==> src/hdl/qdb4_pkg.sv <==
// Constants and types shared by the burst-of-four DDR static RAM port
`default_nettype none
package qdb4_pkg;
  localparam int ADDR_W        = 20;
  localparam int ARRAY_AW      = 4;
  localparam int LANES         = 4;
  localparam int LANE_W        = 9;
  localparam int DATA_W        = 36;
  localparam int BEATS         = 4;
  localparam int WORD_W        = 144;
  localparam int BEAT_LANES    = 16;
  localparam int CODE_W        = 5;
  localparam logic [4:0] CODE_RST = 5'h10;
  localparam logic [4:0] CODE_MAX = 5'h1f;
  localparam int CLK_PERIOD_NS = 4;
  localparam int CAL_PERIOD_NS = 4096;
  localparam int CAL_CYCLES    = CAL_PERIOD_NS / CLK_PERIOD_NS;
  localparam int CAL_CNT_W     = 10;
  localparam logic [9:0] CAL_LAST = 10'(CAL_CYCLES - 1);
  localparam int PIN_W         = 66;

  typedef enum logic [0:0] {
    QDB4_CAL_COUNT = 1'b0,
    QDB4_CAL_EVAL  = 1'b1
  } qdb4_cal_state_t;
endpackage : qdb4_pkg
`default_nettype wire

==> src/hdl/qdb4_cal_if.sv <==
// Signals between the port core and the impedance calibration engine
`timescale 1ns/1ps
`default_nettype none
interface qdb4_cal_if;
  import qdb4_pkg::*;
  logic              cmp_high;
  logic [CODE_W-1:0] drive_code;
  logic [CODE_W-1:0] term_code;
  logic              eval_pulse;
  modport cal  (input cmp_high, output drive_code, output term_code, output eval_pulse);
  modport core (output cmp_high, input drive_code, input term_code, input eval_pulse);
endinterface : qdb4_cal_if
`default_nettype wire

==> src/hdl/qdb4_port.sv <==
// Command decode, DDR burst-of-four data path and storage of the RAM port
//
// Contract
// - Address and both selects are taken only on primary clock rising edges.
// - Both selects high at a primary edge is a deselect; nothing starts.
// - Read select low at a primary edge starts a four-beat read.
// - Read select is ignored right after a loaded read.
// - Write starts when write select low and read select high.
// - Write select is ignored right after a loaded write.
// - Write beats land on primary, complement, primary, complement edges after the command.
// - Read beats leave at primary and complement edges of n+2 and n+3.
// - Read select high begins a read-port deselect; no read data is scheduled.
// - Lane masks are sampled with their own data beat.
// - A masked lane keeps the stored nine bits unchanged.
// - Each write address takes four beats as one 144-bit array word.
// - Masks may change on every beat and act beat by beat.
// - Mask k gates data bits 9k to 9k+8, active low.
// - Termination is on only while the termination select pin is high.
// - A free-running counter triggers evaluations; each moves drive one step, except down from 0 or up from its maximum.
// - Drive uses binary-weighted steps; termination is readjusted the same way.
// - Beats three and four of the previous command always complete.
`timescale 1ns/1ps
`default_nettype none
module qdb4_port
  import qdb4_pkg::*;
(
  input  wire logic                     clock,
  input  wire logic                     nrst,
  input  wire logic                     primary_clk_in,
  input  wire logic                     complement_clk_in,
  input  wire logic [qdb4_pkg::ADDR_W-1:0] sync_address_in,
  input  wire logic                     read_sel_n,
  input  wire logic                     write_sel_n,
  input  wire logic                     lane0_write_mask_n,
  input  wire logic                     lane1_write_mask_n,
  input  wire logic                     lane2_write_mask_n,
  input  wire logic                     lane3_write_mask_n,
  input  wire logic [qdb4_pkg::DATA_W-1:0] write_data,
  input  wire logic                     termination_select,
  input  wire logic                     impedance_reference_pin,
  output var  logic [qdb4_pkg::DATA_W-1:0] read_data,
  output var  logic                     read_data_oe,
  output var  logic                     termination_enable,
  output var  logic [qdb4_pkg::CODE_W-1:0] drive_code,
  output var  logic [qdb4_pkg::CODE_W-1:0] term_code
);
  import qdb4_pkg::*;

  // All pins cross together so their relative timing is kept
  logic [PIN_W-1:0]   pins_raw;
  logic [PIN_W-1:0]   pins_s;
  logic               prim_s;
  logic               comp_s;
  logic [ADDR_W-1:0]  addr_s;
  logic               rd_n_s;
  logic               wr_n_s;
  logic [LANES-1:0]   mask_n_s;
  logic [DATA_W-1:0]  wdata_s;
  logic               odt_s;
  logic               zq_cmp_s;

  assign pins_raw = {impedance_reference_pin,
                     termination_select,
                     write_data,
                     lane3_write_mask_n,
                     lane2_write_mask_n,
                     lane1_write_mask_n,
                     lane0_write_mask_n,
                     write_sel_n,
                     read_sel_n,
                     sync_address_in,
                     complement_clk_in,
                     primary_clk_in};

  qdb4_sync #(.W(PIN_W)) u_pin_sync (
    .clock (clock),
    .nrst  (nrst),
    .d_in  (pins_raw),
    .d_out (pins_s)
  );

  assign {zq_cmp_s, odt_s, wdata_s,
          mask_n_s, wr_n_s, rd_n_s,
          addr_s, comp_s, prim_s} = pins_s;

  // Edge detection of the two input clocks
  logic prim_prev_r;
  logic comp_prev_r;
  logic prim_rise;
  logic comp_rise;

  always_ff @(posedge clock or negedge nrst) begin
    if (!nrst) begin
      prim_prev_r <= 1'b0;
      comp_prev_r <= 1'b0;
    end else begin
      prim_prev_r <= prim_s;
      comp_prev_r <= comp_s;
    end
  end

  // Edges count only once the synchroniser holds real pin values; an idle-high
  // clock pin would otherwise show a false rise just after reset
  logic [4:0] fill_r;

  always_ff @(posedge clock or negedge nrst) begin
    if (!nrst) begin
      fill_r <= '0;
    end else begin
      fill_r <= {fill_r[3:0], 1'b1};
    end
  end

  assign prim_rise = prim_s & ~prim_prev_r & fill_r[4];
  assign comp_rise = comp_s & ~comp_prev_r & fill_r[4];

  // Command decode
  logic rd_s1_r;
  logic rd_s2_r;
  logic rd_s3_r;
  logic rd_s4_r;
  logic wr_s1_r;
  logic wr_s2_r;
  logic wr_s3_r;
  logic rd_take;
  logic wr_take;

  // Reads win whenever acceptable; right after a loaded read, read select is a
  // don't-care, so a write then needs only write select low
  assign rd_take = prim_rise && !rd_n_s && !rd_s1_r;
  assign wr_take = prim_rise && !wr_n_s && (rd_n_s || rd_s1_r) && !wr_s1_r;

  // Address latches, loaded only with an accepted command
  logic [ARRAY_AW-1:0] rd_addr_s1_r;
  logic [ARRAY_AW-1:0] rd_addr_r;
  logic [ARRAY_AW-1:0] wr_addr_s1_r;
  logic [ARRAY_AW-1:0] wr_addr_r;

  always_ff @(posedge clock or negedge nrst) begin
    if (!nrst) begin
      rd_addr_s1_r <= '0;
      rd_addr_r    <= '0;
      wr_addr_s1_r <= '0;
      wr_addr_r    <= '0;
    end else if (prim_rise) begin
      if (rd_take) begin
        rd_addr_s1_r <= addr_s[ARRAY_AW-1:0];
      end
      if (wr_take) begin
        wr_addr_s1_r <= addr_s[ARRAY_AW-1:0];
      end
      if (rd_s1_r) begin
        rd_addr_r <= rd_addr_s1_r;
      end
      if (wr_s1_r) begin
        wr_addr_r <= wr_addr_s1_r;
      end
    end
  end

  // Stage bits advance on primary edges; later stages finish regardless of new commands
  always_ff @(posedge clock or negedge nrst) begin
    if (!nrst) begin
      rd_s1_r <= 1'b0;
      rd_s2_r <= 1'b0;
      rd_s3_r <= 1'b0;
      rd_s4_r <= 1'b0;
      wr_s1_r <= 1'b0;
      wr_s2_r <= 1'b0;
      wr_s3_r <= 1'b0;
    end else if (prim_rise) begin
      rd_s1_r <= rd_take;
      rd_s2_r <= rd_s1_r;
      rd_s3_r <= rd_s2_r;
      rd_s4_r <= rd_s3_r;
      wr_s1_r <= wr_take;
      wr_s2_r <= wr_s1_r;
      wr_s3_r <= wr_s2_r;
    end
  end

  // Write beat capture: data and masks share the same edge
  logic [DATA_W-1:0] wbuf_r [BEATS-1];
  logic [LANES-1:0]  wmask_r [BEATS-1];

  always_ff @(posedge clock or negedge nrst) begin
    if (!nrst) begin
      for (int b = 0; b < BEATS - 1; b++) begin
        wbuf_r[b]  <= '0;
        wmask_r[b] <= '1;
      end
    end else begin
      if (prim_rise && wr_s1_r) begin
        wbuf_r[0]  <= wdata_s;
        wmask_r[0] <= mask_n_s;
      end
      if (prim_rise && wr_s2_r) begin
        wbuf_r[2]  <= wdata_s;
        wmask_r[2] <= mask_n_s;
      end
      if (comp_rise && wr_s2_r) begin
        wbuf_r[1]  <= wdata_s;
        wmask_r[1] <= mask_n_s;
      end
    end
  end

  // Array: one 144-bit word per address, four beats side by side
  logic [WORD_W-1:0]     mem_r [2**ARRAY_AW];
  logic [WORD_W-1:0]     old_word;
  logic [WORD_W-1:0]     new_data;
  logic [BEAT_LANES-1:0] new_mask_n;
  logic [WORD_W-1:0]     merged;
  logic                  commit;

  // The fourth beat goes straight from the pins into the merge
  assign commit     = comp_rise && wr_s3_r;
  assign old_word   = mem_r[wr_addr_r];
  assign new_data   = {wdata_s, wbuf_r[2], wbuf_r[1], wbuf_r[0]};
  assign new_mask_n = {mask_n_s, wmask_r[2], wmask_r[1], wmask_r[0]};

  // Per beat and lane: a high mask keeps the stored nine bits
  for (genvar g = 0; g < BEAT_LANES; g++) begin : g_lane
    assign merged[g*LANE_W +: LANE_W] = new_mask_n[g] ? old_word[g*LANE_W +: LANE_W]
                                                      : new_data[g*LANE_W +: LANE_W];
  end

  // Storage holds no control state, so it carries no reset
  always_ff @(posedge clock) begin
    if (commit) begin
      mem_r[wr_addr_r] <= merged;
    end
  end

  // Read return: word latched at the first beat, beats in order low to high
  logic [WORD_W-1:0] rd_word_r;
  logic [WORD_W-1:0] rd_fetch;

  assign rd_fetch = mem_r[rd_addr_r];

  always_ff @(posedge clock or negedge nrst) begin
    if (!nrst) begin
      rd_word_r <= '0;
    end else if (prim_rise && rd_s2_r) begin
      rd_word_r <= rd_fetch;
    end
  end

  always_ff @(posedge clock or negedge nrst) begin
    if (!nrst) begin
      read_data    <= '0;
      read_data_oe <= 1'b0;
    end else if (prim_rise) begin
      if (rd_s2_r) begin
        read_data    <= rd_fetch[0 +: DATA_W];
        read_data_oe <= 1'b1;
      end else if (rd_s3_r) begin
        read_data    <= rd_word_r[2*DATA_W +: DATA_W];
        read_data_oe <= 1'b1;
      end else begin
        read_data_oe <= 1'b0;
      end
    end else if (comp_rise) begin
      if (rd_s3_r) begin
        read_data    <= rd_word_r[DATA_W +: DATA_W];
        read_data_oe <= 1'b1;
      end else if (rd_s4_r) begin
        read_data    <= rd_word_r[3*DATA_W +: DATA_W];
        read_data_oe <= 1'b1;
      end else begin
        read_data_oe <= 1'b0;
      end
    end
  end

  // Termination follows the select pin; a floating pin reads low outside
  always_ff @(posedge clock or negedge nrst) begin
    if (!nrst) begin
      termination_enable <= 1'b0;
    end else begin
      termination_enable <= odt_s;
    end
  end

  // Impedance calibration engine
  qdb4_cal_if cal_bus ();

  assign cal_bus.cmp_high = zq_cmp_s;

  qdb4_imp_cal u_cal (
    .clock (clock),
    .nrst  (nrst),
    .cal   (cal_bus.cal)
  );

  assign drive_code = cal_bus.drive_code;
  assign term_code  = cal_bus.term_code;
endmodule : qdb4_port
`default_nettype wire

==> src/hdl/qdb4_sync.sv <==
// Three-stage pin synchroniser; a bit changes once stages two and three agree
`timescale 1ns/1ps
`default_nettype none
module qdb4_sync #(
  parameter int W = 1
) (
  input  wire logic         clock,
  input  wire logic         nrst,
  input  wire logic [W-1:0] d_in,
  output var  logic [W-1:0] d_out
);
  logic [W-1:0] s1_r;
  logic [W-1:0] s2_r;
  logic [W-1:0] s3_r;

  always_ff @(posedge clock or negedge nrst) begin
    if (!nrst) begin
      s1_r <= '0;
      s2_r <= '0;
      s3_r <= '0;
    end else begin
      s1_r <= d_in;
      s2_r <= s1_r;
      s3_r <= s2_r;
    end
  end

  // Stage one feeds stage two only; the filter looks at two and three
  logic [W-1:0] out_nxt;

  for (genvar g = 0; g < W; g++) begin : g_bit
    assign out_nxt[g] = (s2_r[g] == s3_r[g]) ? s3_r[g] : d_out[g];
  end

  always_ff @(posedge clock or negedge nrst) begin
    if (!nrst) begin
      d_out <= '0;
    end else begin
      d_out <= out_nxt;
    end
  end
endmodule : qdb4_sync
`default_nettype wire

==> src/hdl/qdb4_imp_cal.sv <==
// Periodic output driver and termination impedance calibration
`timescale 1ns/1ps
`default_nettype none
module qdb4_imp_cal
  import qdb4_pkg::*;
(
  input  wire logic clock,
  input  wire logic nrst,
  qdb4_cal_if.cal   cal
);
  qdb4_cal_state_t       state_r;
  logic [CAL_CNT_W-1:0]  cnt_r;
  logic [CODE_W-1:0]     drive_r;
  logic [CODE_W-1:0]     term_r;
  logic                  eval_r;

  // Free-running counter restarts after every evaluation
  always_ff @(posedge clock or negedge nrst) begin
    if (!nrst) begin
      state_r <= QDB4_CAL_COUNT;
      cnt_r   <= '0;
      eval_r  <= 1'b0;
    end else begin
      eval_r <= 1'b0;
      case (state_r)
        QDB4_CAL_COUNT: begin
          if (cnt_r == CAL_LAST) begin
            cnt_r   <= '0;
            state_r <= QDB4_CAL_EVAL;
          end else begin
            cnt_r <= cnt_r + 1'b1;
          end
        end
        QDB4_CAL_EVAL: begin
          eval_r  <= 1'b1;
          state_r <= QDB4_CAL_COUNT;
        end
        default: state_r <= QDB4_CAL_COUNT;
      endcase
    end
  end

  // One binary-weighted step per evaluation; a high compare adds drive legs
  always_ff @(posedge clock or negedge nrst) begin
    if (!nrst) begin
      drive_r <= CODE_RST;
      term_r  <= CODE_RST;
    end else if (state_r == QDB4_CAL_EVAL) begin
      if (cal.cmp_high && drive_r != CODE_MAX) begin
        drive_r <= drive_r + 1'b1;
      end else if (!cal.cmp_high && drive_r != '0) begin
        drive_r <= drive_r - 1'b1;
      end
      if (cal.cmp_high && term_r != CODE_MAX) begin
        term_r <= term_r + 1'b1;
      end else if (!cal.cmp_high && term_r != '0) begin
        term_r <= term_r - 1'b1;
      end
    end
  end

  assign cal.drive_code = drive_r;
  assign cal.term_code  = term_r;
  assign cal.eval_pulse = eval_r;
endmodule : qdb4_imp_cal
`default_nettype wire

==> config.mk <==
export PLATFORM = sky130hd
export DESIGN_NAME = qdb4_port
export DESIGN_NICKNAME = d
export VERILOG_FILES = /design/src/hdl/qdb4_pkg.sv /design/src/hdl/qdb4_cal_if.sv /design/src/hdl/qdb4_port.sv /design/src/hdl/qdb4_sync.sv /design/src/hdl/qdb4_imp_cal.sv
export SDC_FILE = /design/constraint.sdc
export NUM_CORES = 2
export LEC_CHECK = 0
export ABC_AREA = 1
export BUFFER_PORTS_ARGS = -buffer_cell sky130_fd_sc_hd__buf_2
export CAP_MARGIN = 5
export CORE_MARGIN = 2
export CORE_UTILIZATION = 39
export CTS_CLUSTER_DIAMETER = 150
export CTS_CLUSTER_SIZE = 12
export DETAILED_ROUTE_END_ITERATION = 8
export GPL_TIMING_DRIVEN = 1
export PLACE_DENSITY = 0.61
export SLEW_MARGIN = 40
export SYNTH_ARGS = -nofsm -noshare
export SYNTH_HDL_FRONTEND = slang
export SYNTH_SLANG_ARGS = --single-unit
==> constraint.sdc <==
create_clock -name clock -period 2 [get_ports clock]
set_input_delay 0.4 -clock clock [delete_from_list [all_inputs] [get_ports clock]]
set_output_delay 0.4 -clock clock [all_outputs]
set_load 0.05 [all_outputs]
== Word level (Yosys, flattened, before mapping) ==
Memory sizes are Yosys's and may differ from the RTL's.
Index checks and enable logic that the tools add are counted.

* Flip-flop bits (word level): 601
* Latch bits: 0
* Bits in writable memories: 2304
* ROM bits: 0
* Input bits: 68
* Output and inout bits: 48
* Word-level logic and storage cells: 250
* Memories kept: 1

{| class="wikitable"
|+ Memories
! name !! words !! bits a word !! rd ports !! clocked after Yosys merged registers in !! write ports !! line !! RTL
|-
| mem_r || 16 || 144 || 1 || 0 || 1 || qdb4_port.sv:209 || <nowiki>logic [WORD_W-1:0] mem_r [2**ARRAY_AW];</nowiki>
|}

* Add/sub/neg operators: 5
* Multiply operators: 0
* Divide/modulo/power cells: 0
* Order comparisons: 0
* Equal/unequal tests: 70
* Shifts and indexed selects: 0
* Multiplexer cells: 37
* Bitwise logic cells: 7
* Reductions and logical operators: 49

{| class="wikitable"
|+ Operator list
! kind !! number
|-
| 36-bit two-way mux || 6
|-
| 9-bit two-way mux || 16
|-
| 1-bit equality test || 50
|-
| 2-bit AND reduction || 22
|-
| 5-bit two-way mux || 4
|-
| 1-bit inequality test, second input constant || 16
|-
| 1-bit logical AND || 14
|-
| 10-bit by 1-bit adder with 10-bit output, second input constant || 1
|-
| 5-bit by 1-bit adder with 5-bit output, second input constant || 2
|-
| 10-bit equality test, second input constant || 1
|-
| 10-bit two-way mux || 1
|-
| 5-bit inequality test, second input constant || 2
|-
| 5-bit nonzero test || 2
|-
| 5-bit by 1-bit subtractor with 5-bit output, second input constant || 2
|-
| 1-bit two-way mux || 9
|-
| 2-bit nonzero test || 3
|-
| 1-bit logical NOT || 5
|-
| 1-bit AND || 4
|-
| 3-bit by 1-bit inequality test with 1-bit output, second input constant || 1
|-
| 1-bit inverter || 3
|-
| 3-bit AND reduction || 1
|-
| 3-bit nonzero test || 1
|-
| 1-bit one-hot mux with 2 select lines || 1
|-
| 1-bit logical OR || 1
|}

== Longest topological paths before layout ==
* Depth in word-level cells: 7
* Gate-level depth with buffers: 14

== Modules after synthesis ==
A second synthesis with hierarchy kept.

* Cells, all modules: 9361
* Area total of the unflattened synthesis: 112251.4 sq um

{| class="wikitable"
|+ By module, submodules not included
! module !! times used !! cells each !! area each (sq um) !! sequential area each (sq um)
|-
| qdb4_port || 1 || 8661 || 103225.3 || 76608.5
|-
| qdb4_sync || 1 || 528 || 7679.9 || 6606.3
|-
| qdb4_imp_cal || 1 || 172 || 1346.3 || 553.0
|}

== Least setup slack after synthesis ==
OpenSTA, ideal clock, no wires.

* Path kind: register to register
* Start: register u_pin_sync.d_out[1]
* End: memory mem_r[10][0], enable pin
* Setup time: 0.374 ns
* Arrival: 1.836 ns
* Required time: 1.626 ns
* Slack: -0.210 ns
* Stages on the path, launching flop included: 9
* Buffers on the path: 2
* Period minus slack after synthesis: 2.210 ns
* Cell sequence: dfrtp_1 nand2_1 nor2_1 inv_1 nor2_1 buf_2 nand2_1 clkbuf_1 nor2_1

* Cells in the longest elaborated chain, start to end: 6

{| class="wikitable"
|+ Ends and longest elaborated chain
! what !! line !! RTL
|-
| start, declared || qdb4_sync.sv:10 || <nowiki>output var logic [W-1:0] d_out</nowiki>
|-
| start signal, assigned || qdb4_sync.sv:39 || <nowiki>d_out <= out_nxt;</nowiki>
|-
| 1-bit AND (2 in a row) || qdb4_port.sv:115 || <nowiki>assign comp_rise = comp_s & ~comp_prev_r & fill_r[4];</nowiki>
|-
| 1-bit logical AND || qdb4_port.sv:217 || <nowiki>assign commit = comp_rise && wr_s3_r;</nowiki>
|-
| 1-bit two-way mux || qdb4_port.sv:230 || <nowiki>if (commit) begin</nowiki>
|-
| 1-bit two-way mux (not written as such) || qdb4_port.sv:231 || <nowiki>mem_r[wr_addr_r] <= merged;</nowiki>
|-
| 2-bit AND reduction (no line) || n/a ||
|-
| end, declared || qdb4_port.sv:209 ||
|}

No other way between the ends.

== Final worst setup path ==
* Start: register rd_addr_r[0]
* End: register rd_word_r[126]

* Cells in the longest elaborated chain, start to end: 1

{| class="wikitable"
|+ Ends and longest elaborated chain
! what !! line !! RTL
|-
| start, declared || qdb4_port.sv:135 || <nowiki>logic [ARRAY_AW-1:0] rd_addr_r;</nowiki>
|-
| start signal, assigned || qdb4_port.sv:153 || <nowiki>rd_addr_r <= rd_addr_s1_r;</nowiki>
|-
| memory read 16 x 144 bit || n/a ||
|-
| end signal, assigned || qdb4_port.sv:245 || <nowiki>rd_word_r <= rd_fetch;</nowiki>
|-
| end, declared || qdb4_port.sv:236 || <nowiki>logic [WORD_W-1:0] rd_word_r;</nowiki>
|}

No other way between the ends.
A chain may end at the register's enable or synchronous reset.

==> impl_metrics.tcl <==
set metrics [dict create \
    status "complete, but fails checks" \
    violations "setup timing" \
    cp_slowest_cell "dfrtp_4" \
    preCtsSetupSlack_ps -221 \
    clk_pin_slew_worst_paths_ps 70 \
    grt_usage_pct 22.1 \
    drtIter0Drc 9806 \
    via_per_inst 5.53 \
    std_cell_rows 194 \
    wl_per_cell_um 24.4 \
    min_from "write_data[11]" \
    worstSetupStartpoint "rd_addr_r[0]" \
    syn_area_per_cell_um2 12.6 \
    synth-edff-count 2304 \
    fin_util_pct 47.5 \
    grt_pass1_vias 70671 \
    power_density_mw_per_mm2 1460 \
    crit_cells 10 \
    ff2ff_path_depth 10 \
    cp_data_arrival_time_ps 2990 \
    die_h_um 533 \
    clk_latency_ps 960 \
    worst_slew_pin_slew_ps 862 \
    nFillCells 24192 \
    area_growth_pct 21.4 \
    crit_family "buffers and inverters" \
    cts_tree "yes" \
    clock-sinks 2821 \
    synth_compound_area_share_pct 10.4 \
    ys.flop_type "edfxtp_1" \
    crit_chain "buf_12, clkinv_16, buf_4, clkbuf_16, o21ai_0, o22ai_1, nand2_1, nand3_1, nand3_1, o21ai_1" \
    wirelength_um 325000 \
    layout_min_cycle_time_ps 2180 \
    combPwrFrac_pct 34.9 \
    fin_ws_ps -179 \
    synth_top_family_by_area "simple AND/OR/NAND/NOR gates" \
    drv_cap 0 \
    start_kind "flip-flop" \
    crit_top_cell "nand3_1" \
    numCtsBuffers 285 \
    synthAdderAreaFrac_pct 0.516 \
    hold_class "input port to flip-flop" \
    overflow 0 \
    crit_buf_inv 4 \
    ys_ff_latch 2821 \
    antenna_found_initial 8 \
    routabilityCongestion 0.885 \
    drc 0 \
    grt_max_degree 91 \
    layout-drive-gt1-share_pct 17.1 \
    boundaryPins 116 \
    cts_root_buf "clkbuf_16" \
    die_w_um 533 \
    r2r_start "rd_addr_r[0]" \
    yosys.area_share.simple_pct 10.6 \
    fmax_mhz 459 \
    yosysSeqAreaShare_pct 75.3 \
    yosys_warnings 0 \
    clockPowerShare_pct 25.1 \
    swShare_pct 37.2 \
    setup_violations 968 \
    syn_nets 8750 \
    rsz0062_at_grt "yes" \
    io_buffers 99 \
    hold_depth 2 \
    hold_violations 0 \
    cp_slowest_stage_delay_ps 430 \
    cp_max_fo 19 \
    postPlaceCellArea_mm2 0.119 \
    ant_nets 0 \
    postSynthCellCount 8677 \
    slew_headroom_pct 41.9 \
    start_util_pct 39.1 \
    crit_required_ps 2810 \
    slew_viol_final 0 \
    cp-end-kind "flip-flop" \
    cts_max_level 5 \
    num_vias 73848 \
    synth_xor_area_share_pct 0.0803 \
    fin_crit_sh_pct 109 \
    synth_area_mm2 0.109 \
    muxShareOfSynthArea_pct 0 \
    synth_cell_types 34 \
    ys_async_sr_fraction_pct 18.3 \
    fin_nets 9512 \
    grt_pass1_wl_um 471000 \
    seqPwrFrac_pct 40.0 \
    dieArea_mm2 0.284 \
    vdd_drop_max_mv 1.05 \
    clock_skew_ps 61.3 \
    path_class "flip-flop to flip-flop" \
    cts.path.max_buffers 4 \
    dp_hpwl_um 196000 \
    p_leak_nw 47.1 \
    p_int_mw 122 \
    final_area_mm2 0.132 \
    core_area_mm2 0.279 \
    power.switching_mw 72.0 \
    dr.pass1.iters 6 \
]
==> timing repair <==
action,in CTS,in global routing
buffers inserted,41,14
hold buffers,52,0
pin swaps,30,75
endpoints found under the hold margin,562,0
gates resized for setup,447,375
setup endpoints to repair,2484,2467
cloned,75,26
==> power groups by stage <==
stage	registers [mW]	logic (mW)	clock network, mW
floorplan	77.5	31.8	0
global placement	78.6	57.8	0
detailed placement	78.8	58.3	0
CTS	77.6	63.6	49.5
global route	78.1	72.2	51.5
finish	77.6	67.7	48.6
==> state kept, by name, indices dropped and copies added, names as in the netlist, 36 cells and up <==
name and flops:
read_data 36, rd_word_r 108, u_pin_sync.d_out 50, u_pin_sync.s2_r 50
u_pin_sync.s3_r 50, mem_r 2304, new_data 108, u_pin_sync.s1_r 50
==> layout by cell type (no fill, tap or decap), types with 52 or more instances in the layout <==
| cell type | instances |
|---|---|
| o21ai_0 | 1022 |
| nor2_1 | 1507 |
| a21oi_1 | 84 |
| dlygate4sd3_1 | 52 |
| dfrtp_1 | 489 |
| edfxtp_1 | 2304 |
| o211ai_1 | 149 |
| inv_1 | 206 |
| clkbuf_16 | 311 |
| buf_6 | 140 |
| buf_12 | 113 |
| nor2_2 | 58 |
| clkbuf_1 | 166 |
| buf_16 | 56 |
| nor2_4 | 63 |
| nand3_1 | 363 |
| buf_4 | 553 |
| o22ai_1 | 349 |
| o21ai_1 | 317 |
| nand2_1 | 834 |
| buf_2 | 105 |
==> synth_stat cells, types with 2 or more instances <==
| master | n | area share (%) |
|---|---|---|
| a21boi_1 | 8 | 0.055 |
| a21oi_1 | 99 | 0.45 |
| buf_1 | 47 | 0.16 |
| buf_2 | 127 | 0.58 |
| buf_4 | 44 | 0.30 |
| buf_6 | 5 | 0.052 |
| clkbuf_1 | 362 | 1.2 |
| dfrtp_1 | 503 | 12 |
| dfstp_2 | 14 | 0.34 |
| edfxtp_1 | 2304 | 63 |
| ha_1 | 5 | 0.057 |
| inv_1 | 212 | 0.73 |
| inv_2 | 3 | 0.010 |
| maj3_1 | 50 | 0.46 |
| nand2_1 | 880 | 3.0 |
| nand3_1 | 412 | 1.9 |
| nand4_1 | 4 | 0.023 |
| nor2_1 | 1628 | 5.6 |
| nor3_1 | 4 | 0.018 |
| o211ai_1 | 149 | 1.0 |
| o21ai_0 | 1164 | 5.3 |
| o21ai_1 | 207 | 0.95 |
| o221ai_1 | 57 | 0.46 |
| o22ai_1 | 370 | 2.1 |
| or2_2 | 2 | 0.011 |
| xnor2_1 | 3 | 0.024 |
| xor2_1 | 7 | 0.056 |
==> cell families after synthesis <==
| family | after synthesis |
|---|---|
| fa+ha+maj | 55 |
| simple gates | 2932 |
| compound gates | 2057 |
| buf+inv | 801 |
| other cells | 1 |
| xor+xnor | 10 |
| flops | 2821 |
==> per-stage QoR <==
step,hold slack [ps],power (mW),TNS (ps),cells
finish,93.7,194,-29360,13348
detailed placement,310,137,-317980,12674
CTS,24.9,191,-81060,13307
global route,75.2,202,-160470,13344
floorplan,104,109,-207850,8677
global placement,308,136,-388080,12674
==> cell type report <==
class / instances / area, um2 / share of cell area (%)
Tap cell: 3724 / 4660 / 3.52
Inverter: 216 / 878 / 0.663
Multi-Input combinational cell: 5055 / 25100 / 19.0
Clock inverter: 9 / 83.8 / 0.0633
Sequential cell: 2821 / 82200 / 62.1
Timing Repair inverter: 1 / 30.0 / 0.0227
Timing Repair Buffer: 1059 / 11500 / 8.68
Antenna cell: 5 / 12.5 / 0.00945
Clock buffer: 458 / 7930 / 5.99
==> worst reg2reg max path, stage by stage, from the launching register on <==
cell	delay, ps
dfrtp_4	430
buf_12	200
clkinv_16	180
buf_4	180
clkbuf_16	180
o21ai_0	270
o22ai_1	120
nand2_1	70
nand3_1	150
nand3_1	180
o21ai_1	80
==> layer usage <==
metal	wire [um]	vias up	part of all wire (%)	global-route usage (%)
met5	20	-	0.0061	0
met4	11200	2	3.4	7.65
met3	31700	561	9.7	3.95
met2	147000	3823	45	33.7
met1	135000	36733	42	31.8
li1	-	32729	-	-
==> final timing paths <==
path	to	slack, ps
worst min-delay path	u_pin_sync.s1_r[39]	90
worst max register to register	rd_word_r[126]	-180
worst min register to register	u_pin_sync.s2_r[23]	320
min in group asynchronous	u_pin_sync.s3_r[65]	240
max in group asynchronous	new_data[61]	560
worst max-delay path	rd_word_r[126]	-180
(Power assumes the default switching activity.)
